--- config.mk ---
export PLATFORM = sky130hd
export DESIGN_NAME = asfr_status_core
export DESIGN_NICKNAME = d
export VERILOG_FILES = /design/src/design/asfr_pkg.sv /design/src/design/asfr_status_core.sv
export VERILOG_INCLUDE_DIRS = /design/src /design/src/design
export SDC_FILE = /design/constraint.sdc
export NUM_CORES = 1
export LEC_CHECK = 0
export BUFFER_PORTS_ARGS = -buffer_cell sky130_fd_sc_hd__buf_4
export CORE_MARGIN = 10
export CORE_UTILIZATION = 53
export DETAILED_ROUTE_END_ITERATION = 6
export GPL_TIMING_DRIVEN = 0
export PLACE_DENSITY_LB_ADDON = 0.08
export SYNTH_ARGS = -nofsm -noshare
export SYNTH_HDL_FRONTEND = slang
export SYNTH_SLANG_ARGS = --single-unit
--- constraint.sdc ---
create_clock -name sys_clk -period 4.2 [get_ports sys_clk]
set_clock_uncertainty 0.2 [all_clocks]
set_input_delay 0.42 -clock sys_clk [delete_from_list [all_inputs] [get_ports sys_clk]]
set_output_delay 0.42 -clock sys_clk [all_outputs]
set_load 0.02 [all_outputs]
--- src/design/asfr_cfg.svh ---
`ifndef ASFR_CFG_SVH
`define ASFR_CFG_SVH

// Register indices on the bus; byte address is four times the index
`define ASFR_IDX_W       2'h0
`define ASFR_IDX_STATUS  2'h3
`define ASFR_IDX_LSB     2
`define ASFR_IDX_MSB     3

// Status register field positions
`define ASFR_B_IND       7
`define ASFR_B_RP_HI     6
`define ASFR_B_RP_LO     5
`define ASFR_B_TO        4
`define ASFR_B_PD        3
`define ASFR_B_Z         2
`define ASFR_B_DC        1
`define ASFR_B_C         0

// Reset and write masks
`define ASFR_STATUS_RST  8'h18
`define ASFR_W_RST       8'h00
`define ASFR_WR_MASK     8'hE7
`define ASFR_FLAG_MASK   8'h07
`define ASFR_BANK_MASK   8'hE0
`define ASFR_STATUS_FILE 7'h03
`define ASFR_ZERO8       8'h00
`define ASFR_ONES8       8'hFF

// Opcode fields
`define ASFR_OP5_LITERAL_ADD_INSTR   5'h1F
`define ASFR_OP5_SUBTRACT_FROM_LITERAL_INSTR   5'h1E
`define ASFR_OP6_LITERAL_AND_INSTR   6'h39
`define ASFR_OP6_ADDWF   6'h07
`define ASFR_OP6_SUBTRACT_WORK_FROM_FILE_INSTR   6'h02
`define ASFR_OP6_ANDWF   6'h05
`define ASFR_OP6_NIBBLE_SWAP_INSTR   6'h0E
`define ASFR_OP7_CLEAR_FILE_INSTR    7'h03
`define ASFR_OP7_MOVE_WORK_TO_FILE_INSTR   7'h01
`define ASFR_OP4_BCF     4'h4
`define ASFR_OP4_BSF     4'h5
`define ASFR_WORD_WATCHDOG_CLEAR_INSTR 14'h0064
`define ASFR_WORD_SLEEP  14'h0063
`define ASFR_D_BIT       7
`define ASFR_NIB_MSB     4

`endif

--- src/design/asfr_pkg.sv ---
package asfr_pkg;
  `include "asfr_cfg.svh"

  typedef enum {
    ASFR_NOP, ASFR_LITERAL_ADD_INSTR, ASFR_SUBTRACT_FROM_LITERAL_INSTR, ASFR_LITERAL_AND_INSTR, ASFR_ADDWF,
    ASFR_SUBTRACT_WORK_FROM_FILE_INSTR, ASFR_ANDWF, ASFR_NIBBLE_SWAP_INSTR, ASFR_CLEAR_FILE_INSTR, ASFR_MOVE_WORK_TO_FILE_INSTR,
    ASFR_BCF, ASFR_BSF, ASFR_WATCHDOG_CLEAR_INSTR, ASFR_SLEEP
  } asfr_op_e;

  typedef logic [7:0] asfr_byte_t;

  typedef struct packed {
    logic [7:0]  status;
    logic [7:0]  w;
    logic        wr_en;
    logic [8:0]  wr_addr;
    logic [7:0]  wr_data;
    logic        wdt_clear;
    logic        sleep_go;
    logic [31:0] rdata;
    logic        waitreq;
  } asfr_state_s;
endpackage : asfr_pkg

--- src/design/asfr_status_core.sv ---
// Operation
// - A flag-setting instruction aimed at the status register takes its updated flags from the ALU result, keeps the other flags, and writes only the bank bits.
// - Instruction and bus writes never change the time-out or power-down bits.
// - Clearing the status register zeroes the bank bits, sets Z and keeps time-out, power-down, DC and C.
// - Bit clear, bit set, nibble swap and move-from-W write Z, C and DC of the status register from the written value, like the bank bits.
// - In subtraction C and DC read one when no borrow and no digit borrow occurred.
// - The indirect bank bit selects banks 2 and 3 when one and banks 0 and 1 when zero.
// - The two direct bank bits select bank 0 to 3 at 00h, 80h, 100h and 180h.
// - Time-out is one after reset, watchdog clear or sleep, and zero after a watchdog expiry.
// - Power-down is one after reset or watchdog clear and zero after sleep.
// - Z is one when an arithmetic or logic result is zero and zero otherwise.
// - DC reports carry out of the low nibble on add, inverted for borrow on subtract.
// - C reports carry out of the top bit, with subtraction done as addition of the two's complement.
// - Literal AND puts W and the literal into W and updates only Z.
`timescale 1ns/1ns
`include "asfr_cfg.svh"
module asfr_status_core
  import asfr_pkg::*;
(
  // Clock and reset
  input  wire logic        sys_clk,
  input  wire logic        rst,
  // Instruction stream from the core
  input  wire logic        instr_valid,
  input  wire logic [13:0] instr_word,
  input  wire logic [7:0]  file_rdata,
  input  wire logic        wdt_expire,
  // Data memory write port
  output logic             file_wr_en,
  output logic [8:0]       file_wr_addr,
  output logic [7:0]       file_wr_data,
  // Status and watchdog side effects
  output logic [7:0]       status_out,
  output logic [7:0]       w_out,
  output logic             indirect_bank_bit,
  output logic             wdt_clear,
  output logic             sleep_go,
  // Avalon-MM slave
  input  wire logic [3:0]  avs_address,
  input  wire logic        avs_read,
  input  wire logic        avs_write,
  input  wire logic [31:0] avs_writedata,
  output logic [31:0]      avs_readdata,
  output logic             avs_waitrequest
);
  import asfr_pkg::*;

  asfr_state_s state;
  asfr_state_s next_state;

  function automatic asfr_op_e decode(input logic [13:0] iw);
    asfr_op_e op;
    op = ASFR_NOP;
    if (iw[13:9] == `ASFR_OP5_LITERAL_ADD_INSTR)       op = ASFR_LITERAL_ADD_INSTR;
    else if (iw[13:9] == `ASFR_OP5_SUBTRACT_FROM_LITERAL_INSTR)  op = ASFR_SUBTRACT_FROM_LITERAL_INSTR;
    else if (iw[13:8] == `ASFR_OP6_LITERAL_AND_INSTR)  op = ASFR_LITERAL_AND_INSTR;
    else if (iw[13:8] == `ASFR_OP6_ADDWF)  op = ASFR_ADDWF;
    else if (iw[13:8] == `ASFR_OP6_SUBTRACT_WORK_FROM_FILE_INSTR)  op = ASFR_SUBTRACT_WORK_FROM_FILE_INSTR;
    else if (iw[13:8] == `ASFR_OP6_ANDWF)  op = ASFR_ANDWF;
    else if (iw[13:8] == `ASFR_OP6_NIBBLE_SWAP_INSTR)  op = ASFR_NIBBLE_SWAP_INSTR;
    else if (iw[13:7] == `ASFR_OP7_CLEAR_FILE_INSTR)   op = ASFR_CLEAR_FILE_INSTR;
    else if (iw[13:7] == `ASFR_OP7_MOVE_WORK_TO_FILE_INSTR)  op = ASFR_MOVE_WORK_TO_FILE_INSTR;
    else if (iw[13:10] == `ASFR_OP4_BCF)   op = ASFR_BCF;
    else if (iw[13:10] == `ASFR_OP4_BSF)   op = ASFR_BSF;
    else if (iw == `ASFR_WORD_WATCHDOG_CLEAR_INSTR)      op = ASFR_WATCHDOG_CLEAR_INSTR;
    else if (iw == `ASFR_WORD_SLEEP)       op = ASFR_SLEEP;
    return op;
  endfunction : decode

  // Status is mirrored in every bank, so the bank bits are not compared
  function automatic logic is_status(input logic [6:0] f);
    return f == `ASFR_STATUS_FILE;
  endfunction : is_status

  // Sum with carry in; returns {dc, c, result}
  function automatic logic [9:0] alu_add(input logic [7:0] a,
                                         input logic [7:0] b,
                                         input logic       cin);
    logic [8:0] full;
    logic [4:0] low;
    full = {1'b0, a} + {1'b0, b} + {8'h00, cin};
    low  = {1'b0, a[3:0]} + {1'b0, b[3:0]} + {4'h0, cin};
    return {low[`ASFR_NIB_MSB], full};
  endfunction : alu_add

  asfr_op_e   op;
  logic [6:0] f_field;
  logic       dest_f;
  logic [7:0] f_val;
  logic [7:0] lit;
  logic [1:0] bus_idx;

  assign op      = decode(instr_word);
  assign f_field = instr_word[6:0];
  assign dest_f  = instr_word[`ASFR_D_BIT];
  assign lit     = instr_word[7:0];
  assign f_val   = is_status(f_field) ? state.status : file_rdata;
  assign bus_idx = avs_address[`ASFR_IDX_MSB:`ASFR_IDX_LSB];

  always_comb begin
    logic [7:0] st;
    logic [7:0] res;
    logic [9:0] sum;
    logic       to_w;
    logic       to_f;
    logic       upd_z;
    logic       upd_cdc;
    st      = state.status;
    res     = `ASFR_ZERO8;
    sum     = {2'b00, `ASFR_ZERO8};
    to_w    = 1'b0;
    to_f    = 1'b0;
    upd_z   = 1'b0;
    upd_cdc = 1'b0;
    next_state           = state;
    next_state.wr_en     = 1'b0;
    next_state.wdt_clear = 1'b0;
    next_state.sleep_go  = 1'b0;

    // Bus write lands first; an instruction in the same cycle writes over it but takes its operands from the old W and status
    if (avs_write && !state.waitreq && bus_idx == `ASFR_IDX_STATUS) begin
      st = (st & ~`ASFR_WR_MASK) |
           (avs_writedata[7:0] & `ASFR_WR_MASK);
    end
    if (avs_write && !state.waitreq && bus_idx == `ASFR_IDX_W) begin
      next_state.w = avs_writedata[7:0];
    end

    if (instr_valid) begin
      case (op)
        ASFR_LITERAL_ADD_INSTR: begin
          sum     = alu_add(state.w, lit, 1'b0);
          res     = sum[7:0];
          to_w    = 1'b1;
          upd_z   = 1'b1;
          upd_cdc = 1'b1;
        end
        ASFR_SUBTRACT_FROM_LITERAL_INSTR: begin
          sum     = alu_add(lit, ~state.w, 1'b1);
          res     = sum[7:0];
          to_w    = 1'b1;
          upd_z   = 1'b1;
          upd_cdc = 1'b1;
        end
        ASFR_LITERAL_AND_INSTR: begin
          res   = state.w & lit;
          to_w  = 1'b1;
          upd_z = 1'b1;
        end
        ASFR_ADDWF: begin
          sum     = alu_add(f_val, state.w, 1'b0);
          res     = sum[7:0];
          to_w    = !dest_f;
          to_f    = dest_f;
          upd_z   = 1'b1;
          upd_cdc = 1'b1;
        end
        ASFR_SUBTRACT_WORK_FROM_FILE_INSTR: begin
          // Two's complement add, so carry out means no borrow
          sum     = alu_add(f_val, ~state.w, 1'b1);
          res     = sum[7:0];
          to_w    = !dest_f;
          to_f    = dest_f;
          upd_z   = 1'b1;
          upd_cdc = 1'b1;
        end
        ASFR_ANDWF: begin
          res   = f_val & state.w;
          to_w  = !dest_f;
          to_f  = dest_f;
          upd_z = 1'b1;
        end
        ASFR_NIBBLE_SWAP_INSTR: begin
          res  = {f_val[3:0], f_val[7:4]};
          to_w = !dest_f;
          to_f = dest_f;
        end
        ASFR_CLEAR_FILE_INSTR: begin
          res   = `ASFR_ZERO8;
          to_f  = 1'b1;
          upd_z = 1'b1;
        end
        ASFR_MOVE_WORK_TO_FILE_INSTR: begin
          res  = state.w;
          to_f = 1'b1;
        end
        ASFR_BCF: begin
          res = f_val & ~(8'h01 << instr_word[9:7]);
          to_f = 1'b1;
        end
        ASFR_BSF: begin
          res = f_val | (8'h01 << instr_word[9:7]);
          to_f = 1'b1;
        end
        ASFR_WATCHDOG_CLEAR_INSTR: begin
          st[`ASFR_B_TO] = 1'b1;
          st[`ASFR_B_PD] = 1'b1;
          next_state.wdt_clear = 1'b1;
        end
        ASFR_SLEEP: begin
          st[`ASFR_B_TO] = 1'b1;
          st[`ASFR_B_PD] = 1'b0;
          next_state.sleep_go = 1'b1;
        end
        default: begin
          res = `ASFR_ZERO8;
        end
      endcase

      if (to_w) begin
        next_state.w = res;
      end
      if (to_f && is_status(f_field)) begin
        // Timer bits never written; flags only when the ALU owns none of them
        st = (st & ~`ASFR_BANK_MASK) | (res & `ASFR_BANK_MASK);
        if (!upd_z && !upd_cdc) begin
          st = (st & ~`ASFR_FLAG_MASK) |
               (res & `ASFR_FLAG_MASK);
        end
      end else if (to_f) begin
        next_state.wr_en   = 1'b1;
        next_state.wr_addr = {st[`ASFR_B_RP_HI:`ASFR_B_RP_LO],
                              f_field};
        next_state.wr_data = res;
      end
      // Flag update overrides any written value
      if (upd_z) begin
        st[`ASFR_B_Z] = (res == `ASFR_ZERO8);
      end
      if (upd_cdc) begin
        st[`ASFR_B_C]  = sum[8];
        st[`ASFR_B_DC] = sum[9];
      end
    end

    // Expiry wins over a clear in the same cycle so it is not lost
    if (wdt_expire) begin
      st[`ASFR_B_TO] = 1'b0;
    end
    next_state.status = st;

    // One cycle answer: waitrequest drops for exactly one edge
    next_state.waitreq = 1'b1;
    if ((avs_read || avs_write) && state.waitreq) begin
      next_state.waitreq = 1'b0;
      next_state.rdata   = 32'h0000_0000;
      if (avs_read && bus_idx == `ASFR_IDX_STATUS) begin
        next_state.rdata = {24'h00_0000, state.status};
      end else if (avs_read && bus_idx == `ASFR_IDX_W) begin
        next_state.rdata = {24'h00_0000, state.w};
      end
    end

    if (rst) begin
      next_state         = '0;
      next_state.status  = `ASFR_STATUS_RST;
      next_state.w       = `ASFR_W_RST;
      next_state.waitreq = 1'b1;
    end
  end

  always_ff @(posedge sys_clk) begin
    state <= next_state;
  end

  assign file_wr_en        = state.wr_en;
  assign file_wr_addr      = state.wr_addr;
  assign file_wr_data      = state.wr_data;
  assign status_out        = state.status;
  assign w_out             = state.w;
  // Upper bit of a 9-bit indirect address: banks 2 and 3 from 100h
  assign indirect_bank_bit = state.status[`ASFR_B_IND];
  assign wdt_clear         = state.wdt_clear;
  assign sleep_go          = state.sleep_go;
  assign avs_readdata      = state.rdata;
  assign avs_waitrequest   = state.waitreq;

  // Checks
  logic inst_ok;
  assign inst_ok = instr_valid && !wdt_expire && !avs_write;

  a_status_flags_kept: assert property (
    @(posedge sys_clk) disable iff (rst)
    inst_ok && !is_status(f_field) &&
    (op == ASFR_MOVE_WORK_TO_FILE_INSTR || op == ASFR_BSF || op == ASFR_BCF ||
     op == ASFR_NIBBLE_SWAP_INSTR)
    |=> status_out[2:0] == $past(status_out[2:0]))
    else $error("status flags changed by a non-flag instruction");

  a_timer_bits_held: assert property (
    @(posedge sys_clk) disable iff (rst)
    instr_valid && !wdt_expire && op != ASFR_WATCHDOG_CLEAR_INSTR && op != ASFR_SLEEP
    |=> status_out[4:3] == $past(status_out[4:3]))
    else $error("time-out or power-down changed by a write");

  a_clear_status: assert property (
    @(posedge sys_clk) disable iff (rst)
    inst_ok && op == ASFR_CLEAR_FILE_INSTR && is_status(f_field)
    |=> status_out[7:5] == 3'h0 && status_out[`ASFR_B_Z] &&
        status_out[4:3] == $past(status_out[4:3]) &&
        status_out[1:0] == $past(status_out[1:0]))
    else $error("clear of status gave wrong value");

  a_sub_no_borrow: assert property (
    @(posedge sys_clk) disable iff (rst)
    inst_ok && op == ASFR_SUBTRACT_FROM_LITERAL_INSTR
    |=> status_out[`ASFR_B_C] == ($past(lit) >= $past(w_out)) &&
        status_out[`ASFR_B_DC] == ($past(lit[3:0]) >= $past(w_out[3:0])))
    else $error("borrow polarity wrong in subtraction");

  a_direct_bank_addr: assert property (
    @(posedge sys_clk) disable iff (rst)
    inst_ok && op == ASFR_MOVE_WORK_TO_FILE_INSTR && !is_status(f_field)
    |=> file_wr_en && file_wr_addr == {$past(status_out[6:5]),
                                       $past(f_field)})
    else $error("direct address not formed from bank bits");

  a_bank_select: assert property (
    @(posedge sys_clk) disable iff (rst)
    file_wr_en |-> file_wr_addr[8:7] == $past(status_out[6:5]))
    else $error("direct bank field not used for address");

  // A status write by the bus must reach the indirect bank output
  a_indirect_bank: assert property (
    @(posedge sys_clk) disable iff (rst)
    avs_write && !avs_waitrequest && bus_idx == `ASFR_IDX_STATUS &&
    !instr_valid
    |=> indirect_bank_bit == $past(avs_writedata[`ASFR_B_IND]))
    else $error("indirect bank bit does not follow a status write");

  a_timeout_expiry: assert property (
    @(posedge sys_clk) disable iff (rst)
    wdt_expire |=> !status_out[`ASFR_B_TO])
    else $error("time-out not cleared by watchdog expiry");

  a_sleep_powerdown: assert property (
    @(posedge sys_clk) disable iff (rst)
    instr_valid && op == ASFR_SLEEP && !wdt_expire
    |=> !status_out[`ASFR_B_PD] && status_out[`ASFR_B_TO] && sleep_go)
    else $error("sleep did not set time-out and clear power-down");

  a_zero_flag: assert property (
    @(posedge sys_clk) disable iff (rst)
    inst_ok && op == ASFR_LITERAL_AND_INSTR
    |=> status_out[`ASFR_B_Z] == (w_out == 8'h00) &&
        w_out == ($past(w_out) & $past(lit)) &&
        status_out[1:0] == $past(status_out[1:0]))
    else $error("literal AND result or zero flag wrong");

  a_add_flags: assert property (
    @(posedge sys_clk) disable iff (rst)
    inst_ok && op == ASFR_LITERAL_ADD_INSTR
    |=> w_out == 8'($past(w_out) + $past(lit)) &&
        status_out[`ASFR_B_C] == (9'($past(w_out)) + 9'($past(lit)) > 9'hFF)
        && status_out[`ASFR_B_Z] == (w_out == 8'h00))
    else $error("literal add result or flags wrong");

  a_bus_one_wait: assert property (@(posedge sys_clk) disable iff (rst)
    (avs_read || avs_write) && avs_waitrequest ##1 (avs_read || avs_write)
    |-> !avs_waitrequest ##1 avs_waitrequest)
    else $error("bus answer not one cycle after request");

endmodule : asfr_status_core

# Word-level counts from Yosys, hierarchy flattened
# Index checks and enable logic that the tools add are counted.
[word_totals]
register_bits = 45
output_inout_bits = 70
inputBits = 64
[classes]
n_bitwise = 11
eq_ne = 28
mux = 44
shift = 1
reduce_logical = 23
add_sub_neg = 12
[op_table]
columns = ["op", "n"]
rows = [
  ["$eq 32x4->1 const B", 6],
  ["$eq 32x3->1 const B", 4],
  ["$mux 32", 3],
  ["$mux 8", 10],
  ["$pmux 8 s10", 1],
  ["$eq 32x2->1 const B", 2],
  ["$mux 4", 10],
  ["$pmux 10 s4", 1],
  ["$add 8x8->9", 4],
  ["$mux 18", 2],
  ["$eq 32x1->1 const B", 1],
  ["$eq 14x7->1 const B", 2],
  ["$mux 28", 1],
  ["$and 8x8->8", 3],
  ["$add 4x4->5", 4],
  ["$add 9x1->9 const B", 2],
  ["$not 8->8", 2],
  ["$or 5x8->8", 2],
  ["$eq 7x2->1 const B", 2],
  ["$eq 6x3->1 const B", 2],
  ["$reduce_or 4->1", 3],
  ["$mux 1", 11],
  ["$add 5x1->5 const B", 2],
  ["$eq 5x5->1 const B", 2],
  ["22 further kinds", 37],
]

# Depth between registers and ports, before layout
# Gate-level depths: netlist (run 1).
[depth]
word_depth = 25
ltp_mapped = 16

# Worst setup path before layout (run 1)
# OpenSTA, ideal clock, no wires.
[synth_path]
path_type = "input -> register"
from = "input instr_word[3]"
to = "register state, in the netlist status_out[2]"
n_path_buf = 1
cell_stages = 14
setup_slack_ns = 0.726
setup_ns = 0.060
arrival_time_ns = 3.215
path_cell_list = "nor4_1 -> and2_0 -> clkbuf_1 -> mux2i_1 -> inv_1 -> ha_1 -> nor3b_1 -> nor3_1 -> o31ai_1 -> a221o_1 -> xor2_1 -> nor2_1 -> nor4b_2 -> a41o_1"
[synth_between]
elab_chain_len = 24
[synth_lines]
columns = ["item", "line_no", "text"]
rows = [
  ["from (decl)", "asfr_status_core.sv:25", "input wire logic [13:0] instr_word,"],
  ["$eq 14x7->1 (no line)", "--", ""],
  ["$mux 4", "asfr_status_core.sv:66", "else if (iw == `ASFR_WORD_SLEEP) op = ASFR_SLEEP;"],
  ["$mux 4", "asfr_status_core.sv:65", "else if (iw == `ASFR_WORD_WATCHDOG_CLEAR_INSTR) op = ASFR_WATCHDOG_CLEAR_INSTR;"],
  ["$mux 4", "asfr_status_core.sv:64", "else if (iw[13:10] == `ASFR_OP4_BSF) op = ASFR_BSF;"],
  ["$mux 4", "asfr_status_core.sv:63", "else if (iw[13:10] == `ASFR_OP4_BCF) op = ASFR_BCF;"],
  ["$mux 4", "asfr_status_core.sv:62", "else if (iw[13:7] == `ASFR_OP7_MOVE_WORK_TO_FILE_INSTR) op = ASFR_MOVE_WORK_TO_FILE_INSTR;"],
  ["$mux 4", "asfr_status_core.sv:61", "else if (iw[13:7] == `ASFR_OP7_CLEAR_FILE_INSTR) op = ASFR_CLEAR_FILE_INSTR;"],
  ["$mux 4", "asfr_status_core.sv:60", "else if (iw[13:8] == `ASFR_OP6_NIBBLE_SWAP_INSTR) op = ASFR_NIBBLE_SWAP_INSTR;"],
  ["(+8 left out)", "--", ""],
  ["$mux 1", "asfr_status_core.sv:130", "case (op)"],
  ["$mux 1", "asfr_status_core.sv:129", "if (instr_valid) begin"],
  ["$logic_not 1->1", "asfr_status_core.sv:216", "if (!upd_z && !upd_cdc) begin"],
  ["$logic_and 1x1->1", "asfr_status_core.sv:216", ""],
  ["$mux 8", "asfr_status_core.sv:216", ""],
  ["$mux 8", "asfr_status_core.sv:213", "if (to_f && is_status(f_field)) begin"],
  ["$mux 1 (*)", "asfr_status_core.sv:227", "if (upd_z) begin"],
  ["$mux 8 (*)", "asfr_status_core.sv:129", ""],
  ["to (signal assigned)", "asfr_status_core.sv:263", "state <= next_state;"],
  ["to (decl)", "asfr_status_core.sv:48", "asfr_state_s state;"],
]
# Mark *: on every way between the ends. The rest lies on a longest branch, timed or not. The select of a mux whose other input is x is not followed.
# A chain may end at the register's enable or synchronous reset.

# Worst setup path after layout (run 1)
# Same ends and word-level chain as after synthesis.

==> results of run 1 <==
[through the flow]
step	setup WS [ns]	hold WS, ns
after floorplan	0.726	0.322
after global placement	-0.226	0.244
after detailed placement	-0.267	0.251
after CTS	0.0351	0.0970
after global routing	0.106	0.0892
final	0.193	0.0956
[worst paths after layout]
| path | startpoint | endpoint | slack [ns] | cells past startpoint |
|---|---|---|---|---|
| hold reg to reg | file_wr_addr[8]$_SDFFE_PP0P_ | file_wr_addr[8]$_SDFFE_PP0P_ | 0.26 | 2 |
| setup / recovery | instr_word[3] | status_out[2]$_SDFF_PP0_ | 0.19 | 15 |
| setup reg to reg | w_out[2]$_SDFF_PP0_ | status_out[2]$_SDFF_PP0_ | 0.64 | 11 |
| hold / removal | wdt_expire | status_out[4]$_SDFFE_PP1P_ | 0.1 | 2 |
[area by class of cell]
cell class	count	area [µm²]
Clock buffer	6	82.6
Inverter	28	105
Fill cell	730	2820
Multi-Input combinational cell	463	3130
Tap cell	105	131
Timing Repair Buffer	81	608
Buffer	58	337
Sequential cell	45	901
Clock inverter	2	13.8
[routing by layer]
| layer | vias to the layer above | routed length, µm | track usage |
|---|---|---|---|
| met1 | 2220 | 6850 | 0.326 |
| met3 | 52 | 1720 | 0.0644 |
| met5 | - | 0 | 0 |
| met4 | 0 | 704 | 0.0903 |
| met2 | 319 | 7050 | 0.378 |
| li1 | 2253 | - | - |
[state kept, by name, indices dropped and copies added, names as in the netlist]
register and cells:
file_wr_en 1, w_out 8, file_wr_data 8, avs_waitrequest 1, wdt_clear 1, status_out 8, sleep_go 1, avs_readdata 8
file_wr_addr 9
[power by group]
group / internal, mW / total [mW] / switching [mW]
clock network: 0.134 / 0.294 / 0.161
logic: 0.167 / 0.425 / 0.258
registers: 0.442 / 0.465 / 0.0230
[logic make-up after synthesis]
| family | share of synthesized area |
|---|---|
| flops | 0.206 |
| fa+ha+maj | 0.121 |
| mux | 0.0409 |
| buf+inv | 0.101 |
| other cells | 0.000858 |
| compound gates | 0.275 |
| simple gates | 0.225 |
| xor+xnor | 0.0301 |
[timing repair]
item                       CTS  global route
gates resized for setup      0             3
setup buffers                0             0
setup endpoints to repair    0             7
[placed cells by master, fill, tap and decap left out, drive strengths merged, types with 10 or more instances in the layout]
cell type    n
buf        119
nor2        65
nand2       49
dfxtp       45
a21oi       42
ha          36
inv         28
clkbuf      26
conb        24
a211oi      22
nor3        20
o21ai       16
nand3       11
mux2i       10
[worst reg2reg max path, delay by kind of cell, from the launching register on]
| family | cells | cell delay, ns |
|---|---|---|
| buffers and inverters | 2 | 0.51 |
| adder cells (fa/ha/maj) | 1 | 0.32 |
| XOR/XNOR | 1 | 0.14 |
| AND/OR/NAND/NOR | 4 | 0.98 |
| AO/OA/AOI/OAI | 3 | 0.75 |
| flip-flops | 1 | 0.60 |
==> impl_metrics.toml, run 1 <==
[clocking]
cts_hold_buf = 0
h-tree-depth = 2
clockBufferDepth = 2
clock-sinks = 45
cts_root_buffer = "clkbuf_8"
insertion_delay_ns = 0.31
path_clk_slew_ns = 0.09
cts_tree = "built"
cts_buffers = 5

[setup_path]
cpPeakStageDelay_ns = 0.50
critPathBufInv = 3
worst-path-max-fanout = 6
cp.required_ns = 4.26
crit_path_start_kind = "primary input"
path_cells = "buf_4 > nor4_1 > and2_0 > clkbuf_1 > mux2i_2 > inv_1 > ha_1 > nor3b_1 > nor3_1 > o31ai_1 > a221o_1 > xor2_1 > nor2_1 > nor4b_4 > a41o_1"
critical_path_class = "in2reg"
cp-end-kind = "flop"
critPathTopFamily = "simple AND/OR/NAND/NOR gates"
crit_arrival_ns = 4.06
slowest_stage = "mux2i_2"

[finish]
fin_nets = 786
fin_util = 0.653
syn_to_final_growth_pct = 21.5
drive_gt1_frac = 0.212
final_area_um2 = 5310
antenna-diode-count = 0
stdcell_count = 788

[pwr]
vdd_ir_drop_max_mv = 0.211
powerDensity_nw_per_um2 = 223
leakage_nw = 2.35
total_power_mw = 1.18

[placement]
dp_cells = 780
place_hpwl_um = 12800
placed_cell_area_um2 = 5200
gp_congestion = 1.04
port_buffers = 81

[synthesis]
syn-cell-area_um2 = 4370
ys.flop_type = "dfxtp_1"
synth_cell_type_count = 74
synth_seq_cells = 45
yosysMostFrequentCell = "nor2_1"
ys_seq_area_frac = 0.206
synth-edff-count = 0
synth.top_cell.area_share = 0.206
synthTopCellsByCount = "63 x nor2_1, 49 x nand2_1, 45 x dfxtp_1"
synth.area.top_cells = "dfxtp_1 21%, ha_1 10%, nor2_1 5.4%"
synth_top_area_cell = "dfxtp_1"
async_reset_ff_frac = 0
postSynthAreaPerCell_um2 = 7.66
yosysWarnings = 0
syn_inst = 571

[routing]
drc = 17
wl_per_cell_um = 20.7
via_per_inst = 6.15
ant_nets = 0
vias = 4844
first_iter_violations = 612
firstDrtPassIters = 7
finalWirelength_um = 16300

[die]
die_area_um2 = 12300
core_um2 = 8130
die_y_um = 111
row_count = 33
die_w_um = 111
start_util = 0.537
ioPinCount = 134

[global_routing]
grt-ovfl-total = 0
grt_pass1_wl_um = 25100
grt_max_degree = 15
grt_pass1_vias = 4552
antenna_found_initial = 0
grt_usage = 0.248

[run]
maxCapViolCount = 0

[sta]
rsz0062_at_grt = "no"
fin_tns_setup_ns = 0
period_needed_ns = 4.01
setup_viol = 0
slew_headroom = 0.298
tightestPinTransition_ns = 1.04
fmax_ghz = 0.250
fin_crit_sh = 0.954
finalHoldViolCount = 0
maxSlewViolCount = 0

[run_status]
violations = "design-rule violations"
status = "complete, but fails checks"

[min_path]
holdCritPathClass = "in2reg"
Note: power is estimated with default switching activity, not from simulation.
==> run 2: changes to the inputs <==
Settings changed: ABC_AREA set to 1, CORE_UTILIZATION 53 to 54.
==> impl_metrics.toml, run 2 <==
[setup_path]
crit_arrival_ns = 3.83
cp.required_ns = 4.25
critPathTopFamily = "simple AND/OR/NAND/NOR gates"
crit_path_start_kind = "primary input"
r2r_cells = 16
cp-end-kind = "flop"
cpPeakStageDelay_ns = 0.47
cpMostUsedCell = "nand2_1"
critPathBufInv = 4
reg2reg_slack_ns = 0.71
worst-path-max-fanout = 8
crit_start = "instr_word[4]"
cp.depth = 20
r2r-end = "status_out[2]$_SDFF_PP0_"
critical_path_class = "in2reg"
reg2reg_from = "status_out[0]$_SDFF_PP0_"
crit_path_end = "status_out[2]$_SDFF_PP0_"
path_cells = "buf_4 > inv_1 > nand2_2 > nor2_4 > nand2_4 > o21ai_1 > ha_1 > inv_1 > fa_1 > inv_1 > nand2_1 > nand3_1 > nand2_1 > nor3_1 > nand3_1 > nor2_1 > nand2_1 > nor2_1 > nand2_1 > a21oi_1"
slowest_stage = "o21ai_1"

[sta]
period_needed_ns = 3.78
slew_headroom = 0.520
rsz0062_at_grt = "no"
setup_viol = 0
maxSlewViolCount = 0
fmax_ghz = 0.265
tightestPinTransition_ns = 0.717
fin_tns_setup_ns = 0
hold_ws_ns = 0.0929
finalHoldViolCount = 0
fin_crit_sh = 0.899

[routing]
via_per_inst = 5.80
wl_per_cell_um = 18.4
finalWirelength_um = 19100
vias = 6023
ant_nets = 0
firstDrtPassIters = 7
drc = 4
first_iter_violations = 757

[global_routing]
grtUsageMet3 = 0.0766
grt-ovfl-total = 0
grt_pass1_wl_um = 28900
grt_max_degree = 16
grt_pass1_vias = 5594
grt.met2_usage = 0.430
antenna_found_initial = 0
grt_usage = 0.274
top_usage_layer = "met2"
met1_usage = 0.339

[die]
die_area_um2 = 13200
die_y_um = 115
die_w_um = 115
ioPinCount = 134
core_um2 = 8760
start_util = 0.557
row_count = 34

[placement]
gp_congestion = 1.01
placed_cell_area_um2 = 5720
place_hpwl_um = 15600
port_buffers = 82

[clocking]
post-cts-setup-buffer-count = 0
cts_buffers = 5
h-tree-depth = 2
clock-sinks = 45
cts_tree = "built"
path_clk_slew_ns = 0.10
clockBufferDepth = 2
cts_root_buffer = "clkbuf_8"
cts_hold_buf = 0
insertion_delay_ns = 0.31
ctsResizeCount = 0

[pwr]
leakage_nw = 3.25
powerDensity_nw_per_um2 = 214
total_power_mw = 1.24
vdd_ir_drop_max_mv = 0.181

[finish]
final_common_cell = "nand2_1"
final_area_um2 = 5810
nFillCells = 828
syn_to_final_growth_pct = 19.0
antenna-diode-count = 0
mostFrequentLayoutCells = "209 x nand2_1, 130 x inv_1, 109 x buf_4"
fin_nets = 1033
largest_reg_flops = 9
drive_gt1_frac = 0.167

[synthesis]
syn-cell-area_um2 = 4880
synth.top_cell.area_share = 0.185
yosysWarnings = 0
synth_seq_cells = 45
ys_seq_area_frac = 0.185
synth_top_area_cell = "dfxtp_1"
yosysMostFrequentCell = "nand2_1"
synth.area.top_cells = "dfxtp_1 18%, nand2_1 16%, inv_1 10%"
synthTopCellsByCount = "209 x nand2_1, 130 x inv_1, 84 x nand3_1"
synth_cell_type_count = 42
syn_inst = 817
postSynthAreaPerCell_um2 = 5.98
ys.flop_type = "dfxtp_1"
async_reset_ff_frac = 0
synth-edff-count = 0

[run_status]
status = "complete, but fails checks"
violations = "design-rule violations"

[min_path]
holdCritPathClass = "in2reg"

[run]
maxCapViolCount = 0
==> run 2: cell families after synthesis <==
group / count (synthesis) / share of synthesized area
AND/OR/NAND/NOR: 410 / 0.376
XOR/XNOR: 1 / 0.00179
flip-flops: 45 / 0.185
multiplexers: 1 / 0.00205
other: 1 / 0.000768
adder cells (fa/ha/maj): 40 / 0.109
AO/OA/AOI/OAI: 138 / 0.160
buffers and inverters: 181 / 0.167
==> run 2: worst min path at each step <==
stage | cells after the start | from | endpoint
2_1_floorplan | 1 | wdt_expire | status_out[4]$_SDFFE_PP1P_
3_3_place_gp | 2 | file_wr_addr[6]$_SDFFE_PP0P_ | file_wr_addr[6]$_SDFFE_PP0P_
3_5_place_dp | 2 | file_wr_data[0]$_SDFFE_PP0P_ | file_wr_data[0]$_SDFFE_PP0P_
4_1_cts | 2 | wdt_expire | status_out[4]$_SDFFE_PP1P_
5_1_grt | 2 | wdt_expire | status_out[4]$_SDFFE_PP1P_
6_report | 2 | wdt_expire | status_out[4]$_SDFFE_PP1P_
==> run 2: final cells by class <==
type | instances | area (µm²) | share of cell area
buffer | 44 | 299 | 0.0515
clock buffer | 5 | 68.8 | 0.0118
clock inverter | 3 | 21.3 | 0.00366
inverter | 137 | 514 | 0.0885
multi-input combinational | 614 | 3250 | 0.560
sequential | 45 | 901 | 0.155
tap | 108 | 135 | 0.0233
timing repair buffer | 82 | 616 | 0.106
==> run 2: where the power goes <==
part	total, mW	switching (mW)	internal, mW
registers	0.472	0.0260	0.446
clock network	0.290	0.171	0.119
logic	0.481	0.312	0.168
==> run 2: per-stage QoR <==
| step | utilization | setup slack, ns | std cells |
|---|---|---|---|
| floorplan | - | 1.28 | 840 |
| finish | 0.663 | 0.422 | 1038 |
| CTS | 0.663 | 0.538 | 1038 |
| global route | 0.663 | 0.308 | 1038 |
| global placement | 0.653 | 0.267 | 1030 |
| detailed placement | 0.653 | 0.206 | 1030 |
==> run 2: metal layers <==
layer / routed length, µm / part of all wire
met5: 0 / 0
met1: 7350 / 0.38
met4: 897 / 0.047
met3: 2290 / 0.12
met2: 8560 / 0.45
